File: src/dpp_pkg.sv
// constants and decode helpers shared by the dual parallel port block
`default_nettype none
package dpp_pkg;
  // register indices carried on the two select lines
  localparam logic [1:0] DPP_IDX_DATA_A = 2'h0;
  localparam logic [1:0] DPP_IDX_CTRL_A = 2'h1;
  localparam logic [1:0] DPP_IDX_DATA_B = 2'h2;
  localparam logic [1:0] DPP_IDX_CTRL_B = 2'h3;
  localparam int         DPP_BYTE_STEP  = 4;
  localparam int         DPP_ADDR_W     = 8;
  localparam int         DPP_SEL_LSB    = 2;
  localparam int         DPP_MAP_TOP    = 4;
  // control register fields
  localparam int         DPP_CR_C1_EN    = 0;
  localparam int         DPP_CR_C1_EDGE  = 1;
  localparam int         DPP_CR_ACCESS   = 2;
  localparam int         DPP_CR_C2_B3    = 3;
  localparam int         DPP_CR_C2_EDGE  = 4;
  localparam int         DPP_CR_C2_OUT   = 5;
  localparam int         DPP_CR_FLAG2    = 6;
  localparam int         DPP_CR_FLAG1    = 7;
  localparam logic [7:0] DPP_CR_WR_MASK  = 8'h3f;
  localparam logic [7:0] DPP_REG_RESET   = 8'h00;
  localparam logic       DPP_CTL2_RESET  = 1'b1;
  // control line two output modes, bits 5..3
  localparam logic [2:0] DPP_C2_HANDSHAKE = 3'h4;
  localparam logic [2:0] DPP_C2_PULSE     = 3'h5;
  localparam logic [1:0] DPP_RESP_OKAY   = 2'h0;
  localparam logic [1:0] DPP_RESP_SLVERR = 2'h2;

  function automatic logic dpp_port_of(input logic [1:0] sel);
    return sel[1];
  endfunction

  function automatic logic dpp_is_ctrl(input logic [1:0] sel);
    return sel[0];
  endfunction
endpackage
`default_nettype wire

File: src/dpp_reg_if.sv
// request and answer path between the bus front end and the port core
`timescale 1ns/1ps
`default_nettype none
interface dpp_reg_if;
  logic       req;
  logic       wr;
  logic [1:0] sel;
  logic [7:0] wdata;
  logic       ack;
  logic [7:0] rdata;
  modport master (output req, output wr, output sel, output wdata, input ack, input rdata);
  modport slave  (input req, input wr, input sel, input wdata, output ack, output rdata);
endinterface
`default_nettype wire

File: src/dpp_axil_slave.sv
// axi4-lite slave that turns bus transfers into single register requests
`timescale 1ns/1ps
`default_nettype none
module dpp_axil_slave
  import dpp_pkg::*;
(
  input  wire logic                      clk_sys,        // system clock
  input  wire logic                      reset_n,        // async reset, low
  input  wire logic [dpp_pkg::DPP_ADDR_W-1:0] s_axi_awaddr, // write address
  input  wire logic                      s_axi_awvalid,  // write address valid
  output logic                           s_axi_awready,  // write address ready
  input  wire logic [31:0]               s_axi_wdata,    // write data
  input  wire logic [3:0]                s_axi_wstrb,    // byte enables
  input  wire logic                      s_axi_wvalid,   // write data valid
  output logic                           s_axi_wready,   // write data ready
  output logic [1:0]                     s_axi_bresp,    // write response
  output logic                           s_axi_bvalid,   // write response valid
  input  wire logic                      s_axi_bready,   // write response ready
  input  wire logic [dpp_pkg::DPP_ADDR_W-1:0] s_axi_araddr, // read address
  input  wire logic                      s_axi_arvalid,  // read address valid
  output logic                           s_axi_arready,  // read address ready
  output logic [31:0]                    s_axi_rdata,    // read data
  output logic [1:0]                     s_axi_rresp,    // read response
  output logic                           s_axi_rvalid,   // read data valid
  input  wire logic                      s_axi_rready,   // read data ready
  dpp_reg_if.master                      core            // register requests
);
  logic                  aw_hold_q, w_hold_q, ar_hold_q, wait_q, wait_wr_q, wstrb0_q;
  logic [DPP_ADDR_W-1:0] awaddr_q, araddr_q;
  logic [7:0]            wdata_q;
  wire aw_take  = s_axi_awvalid & s_axi_awready;
  wire w_take   = s_axi_wvalid & s_axi_wready;
  wire ar_take  = s_axi_arvalid & s_axi_arready;
  wire wr_pend  = aw_hold_q & w_hold_q & ~s_axi_bvalid;
  wire rd_pend  = ar_hold_q & ~s_axi_rvalid;
  // reads go first; only one request is ever inside the core
  wire pick_rd  = ~wait_q & rd_pend;
  wire pick_wr  = ~wait_q & ~rd_pend & wr_pend;
  wire rd_map   = araddr_q[DPP_ADDR_W-1:DPP_MAP_TOP] == '0;
  wire wr_map   = awaddr_q[DPP_ADDR_W-1:DPP_MAP_TOP] == '0;
  // data lives in byte lane 0; a write without it is answered but dropped
  wire wr_eff   = wr_map & wstrb0_q;
  wire rd_done  = (pick_rd & ~rd_map) | (wait_q & ~wait_wr_q & core.ack);
  wire wr_done  = (pick_wr & ~wr_eff) | (wait_q & wait_wr_q & core.ack);
  wire aw_hold_d = aw_take | (aw_hold_q & ~wr_done);
  wire w_hold_d  = w_take | (w_hold_q & ~wr_done);
  wire ar_hold_d = ar_take | (ar_hold_q & ~rd_done);
  wire bvalid_d  = wr_done | (s_axi_bvalid & ~s_axi_bready);
  wire rvalid_d  = rd_done | (s_axi_rvalid & ~s_axi_rready);

  assign core.req   = (pick_rd & rd_map) | (pick_wr & wr_eff);
  assign core.wr    = pick_wr;
  assign core.sel   = pick_rd ? araddr_q[DPP_SEL_LSB +: 2] : awaddr_q[DPP_SEL_LSB +: 2];
  assign core.wdata = wdata_q;

  // ==========================================================
  // channel state
  always_ff @(posedge clk_sys or negedge reset_n)
  begin
    if (!reset_n)
    begin
      {aw_hold_q, w_hold_q, ar_hold_q, wait_q, wait_wr_q, wstrb0_q} <= '0;
      {s_axi_awready, s_axi_wready, s_axi_arready} <= '0;
      {s_axi_bvalid, s_axi_rvalid} <= '0;
      awaddr_q <= '0;
      araddr_q <= '0;
      wdata_q  <= '0;
    end
    else
    begin
      aw_hold_q     <= aw_hold_d;
      w_hold_q      <= w_hold_d;
      ar_hold_q     <= ar_hold_d;
      s_axi_awready <= ~aw_hold_d & ~bvalid_d;
      s_axi_wready  <= ~w_hold_d & ~bvalid_d;
      s_axi_arready <= ~ar_hold_d & ~rvalid_d;
      s_axi_bvalid  <= bvalid_d;
      s_axi_rvalid  <= rvalid_d;
      wait_q        <= core.req | (wait_q & ~core.ack);
      if (core.req) wait_wr_q <= core.wr;
      if (aw_take) awaddr_q <= s_axi_awaddr;
      if (ar_take) araddr_q <= s_axi_araddr;
      if (w_take)
      begin
        wdata_q  <= s_axi_wdata[7:0];
        wstrb0_q <= s_axi_wstrb[0];
      end
    end
  end

  // ==========================================================
  // answers
  always_ff @(posedge clk_sys or negedge reset_n)
  begin
    if (!reset_n)
    begin
      s_axi_bresp <= DPP_RESP_OKAY;
      s_axi_rresp <= DPP_RESP_OKAY;
      s_axi_rdata <= '0;
    end
    else
    begin
      if (wr_done) s_axi_bresp <= wr_map ? DPP_RESP_OKAY : DPP_RESP_SLVERR;
      if (rd_done)
      begin
        s_axi_rresp <= rd_map ? DPP_RESP_OKAY : DPP_RESP_SLVERR;
        s_axi_rdata <= rd_map ? {24'h000000, core.rdata} : 32'h00000000;
      end
    end
  end
endmodule // dpp_axil_slave
`default_nettype wire

File: src/dpp_top.sv
// two 8-bit peripheral ports with direction, output and control registers
`timescale 1ns/1ps
`default_nettype none
module dpp_top
  import dpp_pkg::*;
(
  input  wire logic                      clk_sys,          // 200 MHz system clock
  input  wire logic                      reset_n,          // async reset, low
  input  wire logic [dpp_pkg::DPP_ADDR_W-1:0] s_axi_awaddr, // write address
  input  wire logic                      s_axi_awvalid,    // write address valid
  output logic                           s_axi_awready,    // write address ready
  input  wire logic [31:0]               s_axi_wdata,      // write data
  input  wire logic [3:0]                s_axi_wstrb,      // byte enables
  input  wire logic                      s_axi_wvalid,     // write data valid
  output logic                           s_axi_wready,     // write data ready
  output logic [1:0]                     s_axi_bresp,      // write response
  output logic                           s_axi_bvalid,     // write response valid
  input  wire logic                      s_axi_bready,     // write response ready
  input  wire logic [dpp_pkg::DPP_ADDR_W-1:0] s_axi_araddr, // read address
  input  wire logic                      s_axi_arvalid,    // read address valid
  output logic                           s_axi_arready,    // read address ready
  output logic [31:0]                    s_axi_rdata,      // read data
  output logic [1:0]                     s_axi_rresp,      // read response
  output logic                           s_axi_rvalid,     // read data valid
  input  wire logic                      s_axi_rready,     // read data ready
  input  wire logic [7:0]                port_a_lines_i,   // port A pin levels
  output logic [7:0]                     port_a_lines_o,   // port A drive value
  output logic [7:0]                     port_a_lines_oe,  // port A drive enable
  input  wire logic [7:0]                port_b_lines_i,   // port B pin levels
  output logic [7:0]                     port_b_lines_o,   // port B drive value
  output logic [7:0]                     port_b_lines_oe,  // port B drive enable
  input  wire logic                      side_a_ctl_in,    // A control input
  input  wire logic                      side_a_ctl_io_i,  // A control line level
  output logic                           side_a_ctl_io_o,  // A control drive value
  output logic                           side_a_ctl_io_oe, // A control drive enable
  input  wire logic                      side_b_ctl_in,    // B control input
  input  wire logic                      side_b_ctl_io_i,  // B control line level
  output logic                           side_b_ctl_io_o,  // B control drive value
  output logic                           side_b_ctl_io_oe  // B control drive enable
);
  dpp_reg_if rif ();

  dpp_axil_slave u_bus (
    .clk_sys       (clk_sys),
    .reset_n       (reset_n),
    .s_axi_awaddr  (s_axi_awaddr),
    .s_axi_awvalid (s_axi_awvalid),
    .s_axi_awready (s_axi_awready),
    .s_axi_wdata   (s_axi_wdata),
    .s_axi_wstrb   (s_axi_wstrb),
    .s_axi_wvalid  (s_axi_wvalid),
    .s_axi_wready  (s_axi_wready),
    .s_axi_bresp   (s_axi_bresp),
    .s_axi_bvalid  (s_axi_bvalid),
    .s_axi_bready  (s_axi_bready),
    .s_axi_araddr  (s_axi_araddr),
    .s_axi_arvalid (s_axi_arvalid),
    .s_axi_arready (s_axi_arready),
    .s_axi_rdata   (s_axi_rdata),
    .s_axi_rresp   (s_axi_rresp),
    .s_axi_rvalid  (s_axi_rvalid),
    .s_axi_rready  (s_axi_rready),
    .core          (rif.master)
  );

  // ==========================================================
  // write holding stage and answer
  logic       commit_q, ack_q;
  logic [1:0] sel_q;
  logic [7:0] din_q, rdata_q;
  // per port views, index 0 is A and 1 is B
  logic [7:0] dir_w  [2];
  logic [7:0] ctrl_w [2];
  logic [7:0] view_w [2];
  logic [7:0] raw_in [2];
  logic       c1_raw [2];
  logic       c2_raw [2];
  logic       c2_o_w [2];

  assign raw_in[0] = port_a_lines_i;
  assign raw_in[1] = port_b_lines_i;
  assign c1_raw[0] = side_a_ctl_in;
  assign c1_raw[1] = side_b_ctl_in;
  assign c2_raw[0] = side_a_ctl_io_i;
  assign c2_raw[1] = side_b_ctl_io_i;

  wire rd_req = rif.req & ~rif.wr;
  // the select lines and the access bit together name the register
  wire       rd_port   = dpp_port_of(rif.sel);
  wire [7:0] rd_mux    = dpp_is_ctrl(rif.sel) ? ctrl_w[rd_port] : view_w[rd_port];
  wire       cm_port   = dpp_port_of(sel_q);
  wire       cm_ctrl   = dpp_is_ctrl(sel_q);

  // data is held one cycle before it lands, so pins change once
  always_ff @(posedge clk_sys or negedge reset_n)
  begin
    if (!reset_n)
    begin
      commit_q <= 1'b0;
      ack_q    <= 1'b0;
      sel_q    <= DPP_IDX_DATA_A;
      din_q    <= DPP_REG_RESET;
      rdata_q  <= DPP_REG_RESET;
    end
    else
    begin
      commit_q <= rif.req & rif.wr;
      ack_q    <= rd_req | commit_q;
      if (rif.req & rif.wr)
      begin
        sel_q <= rif.sel;
        din_q <= rif.wdata;
      end
      if (rd_req) rdata_q <= rd_mux;
    end
  end

  assign rif.ack   = ack_q;
  assign rif.rdata = rdata_q;

  // ==========================================================
  // one port slice per side
  for (genvar p = 0; p < 2; p++)
  begin : g_port
    logic [7:0] dir_q, out_q, ctrl_q, pin_s1, pin_s2;
    logic [2:0] c1_s, c2_s;
    logic       c2_out_q;
    wire access = ctrl_q[DPP_CR_ACCESS];
    wire mine   = cm_port == 1'(p);
    wire rd_hit = rd_req & (dpp_port_of(rif.sel) == 1'(p)) & ~dpp_is_ctrl(rif.sel);
    wire rd_dat = rd_hit & access;
    wire wr_dat = commit_q & mine & ~cm_ctrl & access;
    wire wr_dir = commit_q & mine & ~cm_ctrl & ~access;
    wire wr_ctl = commit_q & mine & cm_ctrl;
    // only the second stage and the history flop feed edge logic
    wire c1_act = ctrl_q[DPP_CR_C1_EDGE] ? (c1_s[1] & ~c1_s[2]) : (~c1_s[1] & c1_s[2]);
    wire c2_edg = ctrl_q[DPP_CR_C2_EDGE] ? (c2_s[1] & ~c2_s[2]) : (~c2_s[1] & c2_s[2]);
    wire c2_act = ~ctrl_q[DPP_CR_C2_OUT] & c2_edg;
    // A handshakes on reads of its data, B on writes
    wire evt    = (p == 0) ? rd_dat : wr_dat;
    wire [2:0] mode = ctrl_q[DPP_CR_C2_OUT:DPP_CR_C2_B3];

    // flags are cleared by a data read but a same-cycle edge still sets them
    always_ff @(posedge clk_sys or negedge reset_n)
    begin
      if (!reset_n)
      begin
        dir_q  <= DPP_REG_RESET;
        out_q  <= DPP_REG_RESET;
        ctrl_q <= DPP_REG_RESET;
      end
      else
      begin
        if (wr_dir) dir_q <= din_q;
        if (wr_dat) out_q <= din_q;
        if (wr_ctl) ctrl_q[DPP_CR_C2_OUT:0] <= din_q[DPP_CR_C2_OUT:0];
        ctrl_q[DPP_CR_FLAG1] <= c1_act | (ctrl_q[DPP_CR_FLAG1] & ~rd_dat);
        ctrl_q[DPP_CR_FLAG2] <= c2_act | (ctrl_q[DPP_CR_FLAG2] & ~rd_dat);
      end
    end

    always_ff @(posedge clk_sys or negedge reset_n)
    begin
      if (!reset_n)
      begin
        pin_s1 <= '0;
        pin_s2 <= '0;
        c1_s   <= '0;
        c2_s   <= '0;
      end
      else
      begin
        pin_s1 <= raw_in[p];
        pin_s2 <= pin_s1;
        c1_s   <= {c1_s[1:0], c1_raw[p]};
        c2_s   <= {c2_s[1:0], c2_raw[p]};
      end
    end

    // control line two drive value
    always_ff @(posedge clk_sys or negedge reset_n)
    begin
      if (!reset_n)
        c2_out_q <= DPP_CTL2_RESET;
      else if (mode == DPP_C2_HANDSHAKE)
        c2_out_q <= c1_act | (c2_out_q & ~evt);
      else if (mode == DPP_C2_PULSE)
        c2_out_q <= ~evt;
      else if (ctrl_q[DPP_CR_C2_EDGE])
        c2_out_q <= ctrl_q[DPP_CR_C2_B3];
      else
        c2_out_q <= DPP_CTL2_RESET;
    end

    assign dir_w[p]  = dir_q;
    assign ctrl_w[p] = ctrl_q;
    assign c2_o_w[p] = c2_out_q;
    // A reads pins everywhere; B reads its register on output lines
    if (p == 0)
    begin : g_view_a
      assign view_w[p] = access ? pin_s2 : dir_q;
    end
    else
    begin : g_view_b
      assign view_w[p] = access ? ((out_q & dir_q) | (pin_s2 & ~dir_q)) : dir_q;
    end
  end

  // ==========================================================
  // pins, all straight from flops
  assign port_a_lines_o   = g_port[0].out_q;
  assign port_a_lines_oe  = dir_w[0];
  assign port_b_lines_o   = g_port[1].out_q;
  assign port_b_lines_oe  = dir_w[1];
  assign side_a_ctl_io_o  = c2_o_w[0];
  assign side_a_ctl_io_oe = ctrl_w[0][DPP_CR_C2_OUT];
  assign side_b_ctl_io_o  = c2_o_w[1];
  assign side_b_ctl_io_oe = ctrl_w[1][DPP_CR_C2_OUT];
endmodule // dpp_top
`default_nettype wire

File: config.mk
export PLATFORM = sky130hd
export DESIGN_NAME = dpp_top
export DESIGN_NICKNAME = d
export VERILOG_FILES = /design/src/dpp_pkg.sv /design/src/dpp_reg_if.sv /design/src/dpp_axil_slave.sv /design/src/dpp_top.sv
export SDC_FILE = /design/constraint.sdc
export NUM_CORES = 1
export LEC_CHECK = 0
export BUFFER_PORTS_ARGS = -buffer_cell sky130_fd_sc_hd__clkbuf_2
export CAP_MARGIN = 0
export CORE_AREA = 2 2 151 153
export DETAILED_ROUTE_END_ITERATION = 10
export DIE_AREA = 0 0 153 155
export PLACE_DENSITY_LB_ADDON = 0.25
export SYNTH_ARGS = -nofsm -noshare
export SYNTH_HDL_FRONTEND = slang
export SYNTH_SLANG_ARGS = --single-unit
File: constraint.sdc
create_clock -name clk_sys -period 1.5 [get_ports clk_sys]
set_input_delay 0.3 -clock clk_sys [delete_from_list [all_inputs] [get_ports clk_sys]]
set_output_delay 0.3 -clock clk_sys [all_outputs]
set_load 0.02 [all_outputs]
* Yosys cells after proc, flatten, opt, wreduce, memory -nomap -nowiden
Index checks and enable logic that the tools add are counted.
** Word-level totals
- Register bits :: 185
- Bits of input ports :: 79
- Logic and storage cells :: 189
** Cells by class
- $lt $le $gt $ge :: 1
- Equality and inequality tests :: 4
- Muxes and demuxes :: 23
- Bitwise logic cells :: 119
- Reductions and logical operators :: 2
** Operators with widths (count)
- two-way mux 8 bit :: 10
- AND 1 bit :: 61
- NOT 1 bit :: 37
- AND 8 bit :: 2
- OR 1 bit :: 16
- == test 3 bit, second input constant :: 4
- two-way mux 1 bit :: 10
- logical NOT 4 bit :: 2
- NOT 8 bit :: 1
- OR 8 bit :: 1
- two-way mux 2 bit :: 3
- >= comparator 2 bit, second input constant :: 1
- NOT 1 -> 2 bit :: 1

* Logic depth before layout (Yosys ltp)
- Word-level depth :: 15
- Gate-level depth with buffers :: 6
- Gate-level depth less buffers :: 4

* Hierarchy
A second synthesis with hierarchy kept.
** Second synthesis, totals
- Cell total of the unflattened synthesis :: 417
- Area total of the unflattened synthesis :: 6162.2 sq um
** By module, submodules not included
- dpp_top :: times used 1, cells an instance 272, area each 4307.9 sq um, seq. area each 2855.2 sq um
- dpp_axil_slave :: times used 1, cells an instance 145, area each 1854.3 sq um, seq. area each 1026.0 sq um

* Least setup slack after synthesis
No wires, ideal clock.
- Path type :: reg2reg
- Start :: register u_bus.s_axi_rvalid
- End :: register rdata_q[6]
- Library setup time :: 0.129 ns
- Arrival :: 1.653 ns
- Slack :: -0.282 ns
- Stages on the path, launching flop included :: 6
- Buffers on the path :: 1
- Period minus slack after synthesis :: 1.782 ns
- Path through :: dfrtp_1 -> nor3b_2 -> mux2_4 -> buf_6 -> a2111oi_2 -> o41ai_2
** Between the ends
- Longest elaborated chain between the ends :: 9
- Elaborated cells on any way between the ends :: 20
** RTL lines
- from (decl) :: line dpp_axil_slave.sv:24 : output logic s_axi_rvalid,
- from (signal assigned) :: line dpp_axil_slave.sv:78 : s_axi_rvalid <= rvalid_d;
- NOT 1 bit (*) :: line dpp_axil_slave.sv:35 : wire rd_pend = ar_hold_q & ~s_axi_rvalid;
- AND 1 bit (*) :: line dpp_axil_slave.sv:35
- AND 1 bit :: line dpp_axil_slave.sv:37 : wire pick_rd = ~wait_q & rd_pend;
- two-way mux 2 bit :: line dpp_axil_slave.sv:53 : assign core.sel = pick_rd ? araddr_q[DPP_SEL_LSB +: 2] : awaddr_q[DPP_SEL_LSB +: 2];
- NOT 1 -> 2 bit (not written as such) :: line dpp_top.sv:90 : wire [7:0] rd_mux = dpp_is_ctrl(rif.sel) ? ctrl_w[rd_port] : view_w[rd_port];
- two-way mux 8 bit (not written as such) (3 in a row) :: line dpp_top.sv:90
- two-way mux 8 bit :: line dpp_top.sv:90
- to (signal assigned) :: line dpp_top.sv:114 : if (rd_req) rdata_q <= rd_mux;
- to (decl) :: line dpp_top.sv:70 : logic [7:0] din_q, rdata_q;
Mark *: on every way between the ends. The rest lies on a longest branch, timed or not. The select of a mux whose other input is x is not followed.
A chain may end at the register's enable or synchronous reset.

* Final worst setup path
- Start :: register u_bus.wait_q
- End :: register rdata_q[6]
** Between the ends
- Longest elaborated chain between the ends :: 8
- Elaborated cells on any way between the ends :: 18
** RTL lines
- from (decl) :: line dpp_axil_slave.sv:28 : logic aw_hold_q, w_hold_q, ar_hold_q, wait_q, wait_wr_q, wstrb0_q;
- from (signal assigned) :: line dpp_axil_slave.sv:79 : wait_q <= core.req | (wait_q & ~core.ack);
- NOT 1 bit (*) :: line dpp_axil_slave.sv:37, dpp_axil_slave.sv:38
- AND 1 bit :: line dpp_axil_slave.sv:37
- two-way mux 2 bit :: line dpp_axil_slave.sv:53
- NOT 1 -> 2 bit (not written as such) :: line dpp_top.sv:90
- two-way mux 8 bit (not written as such) (3 in a row) :: line dpp_top.sv:90
- two-way mux 8 bit :: line dpp_top.sv:90
Marks and branches as above.

==> results_dict.tcl <==
set metrics [dict create \
    wirelength_mm 15.7 \
    end_kind "flop" \
    pre_cts_ws_ps -390 \
    start_util 0.284 \
    grt_overflow 0 \
    clk_pin_slew_worst_paths_ps 70 \
    drtIter0Drc 145 \
    drt_first_pass_iters 4 \
    arrival_ps 2100 \
    syn_area_per_cell_um2 13.6 \
    io_buffers 98 \
    cts_max_path_buffers 2 \
    violations "negative setup slack" \
    comb_power_share 0.285 \
    yosysUniqueCellTypes 51 \
    grt_antenna_before_repair 0 \
    cts_tree "yes" \
    synth_edf_count 0 \
    hpwl_mm 10.9 \
    skew_ps 9.82 \
    fin_crit_sh 1.20 \
    yosys_warnings 0 \
    finalNetCount 723 \
    outcome "finished with violations" \
    synthesis.area_um2 6320 \
    synth_top_flop_cell "dfrtp_1" \
    rsz0062_at_grt "true" \
    yosysSeqAreaShare 0.614 \
    grt_use_met2 0.223 \
    power.density_nw_per_um2 1610 \
    postSynthCellCount 463 \
    path_class "reg2reg" \
    setup_viol 44 \
    synthTopCellsByArea "dfrtp_1 (61%), mux2_2 (13%), buf_4 (3.1%)" \
    worst_hold_slack_ps 78.9 \
    start_kind "flop" \
    grt_pass1_vias 4487 \
    ios 156 \
    grt_pass1_wl_mm 25.0 \
    power_switching_mw 4.55 \
    area_delta_synth_final_pct 38.5 \
    p_leak_nw 4.17 \
    vias_per_cell 4.56 \
    final_common_cell "dfrtp_1" \
    diodes 0 \
    cp.required_ps 1800 \
    internal_power_mw 9.50 \
    met3_usage 0.0348 \
    final_cell_mix "dfrtp_1 (147), clkbuf_2 (96), mux2_2 (67)" \
    maxCapViolations 0 \
    numCtsBuffers 17 \
    power_frac_seq 0.401 \
    gp_congestion 0.738 \
    yosysTopAreaCell "dfrtp_1" \
    critPathMaxFanout 7 \
    p_sw_frac 0.324 \
    layout-drive-gt1-share 0.478 \
    synth.ff_latch_count 155 \
    dieArea_um2 23700 \
    rows 55 \
    cts_root_buffer "clkbuf_16" \
    ant_nets 0 \
    drcViolationCount 0 \
    fin_ws_ps -299 \
    route.vias.total 4294 \
    top_usage_layer "met2" \
    htreeDepth 4 \
    track_usage 0.137 \
    wl_per_cell_um 16.6 \
    die_height_um 155 \
    grt_max_degree 64 \
    peakVddDrop_v 0.000866 \
    die_w_um 153 \
    clkLatencyLatePin_ps 430 \
    fmax_mhz 556 \
    synth_top_area_share 0.606 \
    min_period_ps 1800 \
    hold_class "in2reg" \
    coreArea_um2 22200 \
    slew_viol_final 0 \
    clkPwrFrac 0.314 \
    clock_sinks 155 \
    met1_usage 0.177 \
    hold_violations 0 \
    async_flop_share 1.00 \
]
[per-layer routing]
metal / up-vias / share of wire
met1: 2192 / 0.45
met2: 112 / 0.50
met5: - / 0
li1: 1974 / -
met4: 0 / 0.017
met3: 16 / 0.037
[power groups by stage]
stage / Combinational (mW) / Clock [mW] / Sequential, mW
final: 4.00 / 4.41 / 5.64
after global routing: 4.33 / 4.74 / 5.75
after CTS: 3.81 / 4.54 / 5.62
after detailed placement: 2.90 / 0 / 5.68
after global placement: 2.83 / 0 / 5.66
after floorplan: 1.94 / 0 / 5.48
[synth_stat cells (2+ instances only)]
cell and number:
nor4bb_1 2, nand2_1 37, nor3b_2 2, clkbuf_1 6
or2b_1 2, mux2_2 75, a2111oi_0 6, a31oi_1 9
inv_1 15, a21oi_1 11, nor3b_1 10, buf_4 26
a22o_1 10, nand2b_1 3, a21o_1 2, a21boi_0 7
o41ai_1 6, nor2_1 5, nor4_4 2, dfrtp_1 153
buf_6 3, buf_2 10, a2bb2oi_1 2, nor2b_1 8
o21ai_0 5, dfstp_2 2, nand3b_1 3, nand3_1 3
mux2i_1 16
[layout make-up]
| class | count | area (um^2) |
|---|---|---|
| Clock buffer | 17 | 425 |
| Fill cell | 2126 | 13500 |
| Timing Repair Buffer | 181 | 1350 |
| Multi-Input combinational cell | 274 | 2470 |
| Inverter | 15 | 56.3 |
| Sequential cell | 155 | 3890 |
| Tap cell | 285 | 357 |
| Clock inverter | 15 | 200 |
[flip-flops by register name, indices dropped and copies added (netlist names), 2 cells and up]
register / cells
g_port.ctrl_q: 16
g_port.pin_s1: 16
g_port.pin_s2: 16
din_q: 8
port_a_lines_o: 8
port_a_lines_oe: 8
port_b_lines_o: 8
port_b_lines_oe: 8
rdata_q: 8
u_bus.core.wdata: 8
u_bus.s_axi_rdata: 8
g_port.c1_s: 6
g_port.c2_s: 6
u_bus.araddr_q: 6
u_bus.awaddr_q: 6
sel_q: 2
[kinds of logic (layout without fill, tap and decap cells)]
kind of cell           after synthesis  count (layout)  synth area share
DFF                                155             155             0.614
AOI/OAI and AO/OA                   69              70            0.0822
muxes                               92              92             0.161
buffers and inverters               60             228            0.0566
other                                1              26          0.000594
and+or+nand+nor                     86              86            0.0848
[through the flow]
stage                      util  cells  TNS (ps)  cell area [um^2]  total power, mW
after CTS                 0.385    933     -6970              8560             14.0
after floorplan               -    488     -2460              6440             7.42
after global placement    0.331    865     -4690              7360             8.49
after detailed placement  0.331    865     -5550              7360             8.59
after global routing      0.394    942    -10310              8750             14.8
final                     0.394    942     -7770              8750             14.1
[worst max-delay path, stage by stage, from the launching register on]
cell and delay, ps:
dfrtp_1 410, nor3b_4 250, mux2_4 380, buf_12 150
buf_6 110, a2111oi_4 250, o41ai_4 120
[what timing repair did]
item / in CTS / in global routing
hold endpoints to repair: 44 / 0
setup endpoints to repair: 41 / 63
hold buffers: 21 / 0
buffers inserted: 15 / 9
gates resized for setup: 56 / 34
pin swaps: 18 / 15
cloned: 0 / 2
[path summary, 6_finish.rpt]
path                                               startpoint                       endpoint  slack [ps]  depth (start not counted)
worst max-delay path                   u_bus.wait_q$_DFF_PN0_         rdata_q[6]$_DFFE_PN0N_        -300                          6
worst min-delay path                             s_axi_rready   u_bus.s_axi_rvalid$_DFF_PN0_          80                          2
worst max register to register         u_bus.wait_q$_DFF_PN0_         rdata_q[6]$_DFFE_PN0N_        -300                          6
worst min register to register  g_port[0].pin_s1[7]$_DFF_PN0_  g_port[0].pin_s2[7]$_DFF_PN0_         350                          0
max in group asynchronous                             reset_n  g_port[0].pin_s1[7]$_DFF_PN0_         550                          3
min in group asynchronous                             reset_n           din_q[5]$_DFFE_PN0P_         320                          2
Note: power is estimated with default switching activity, not from simulation.
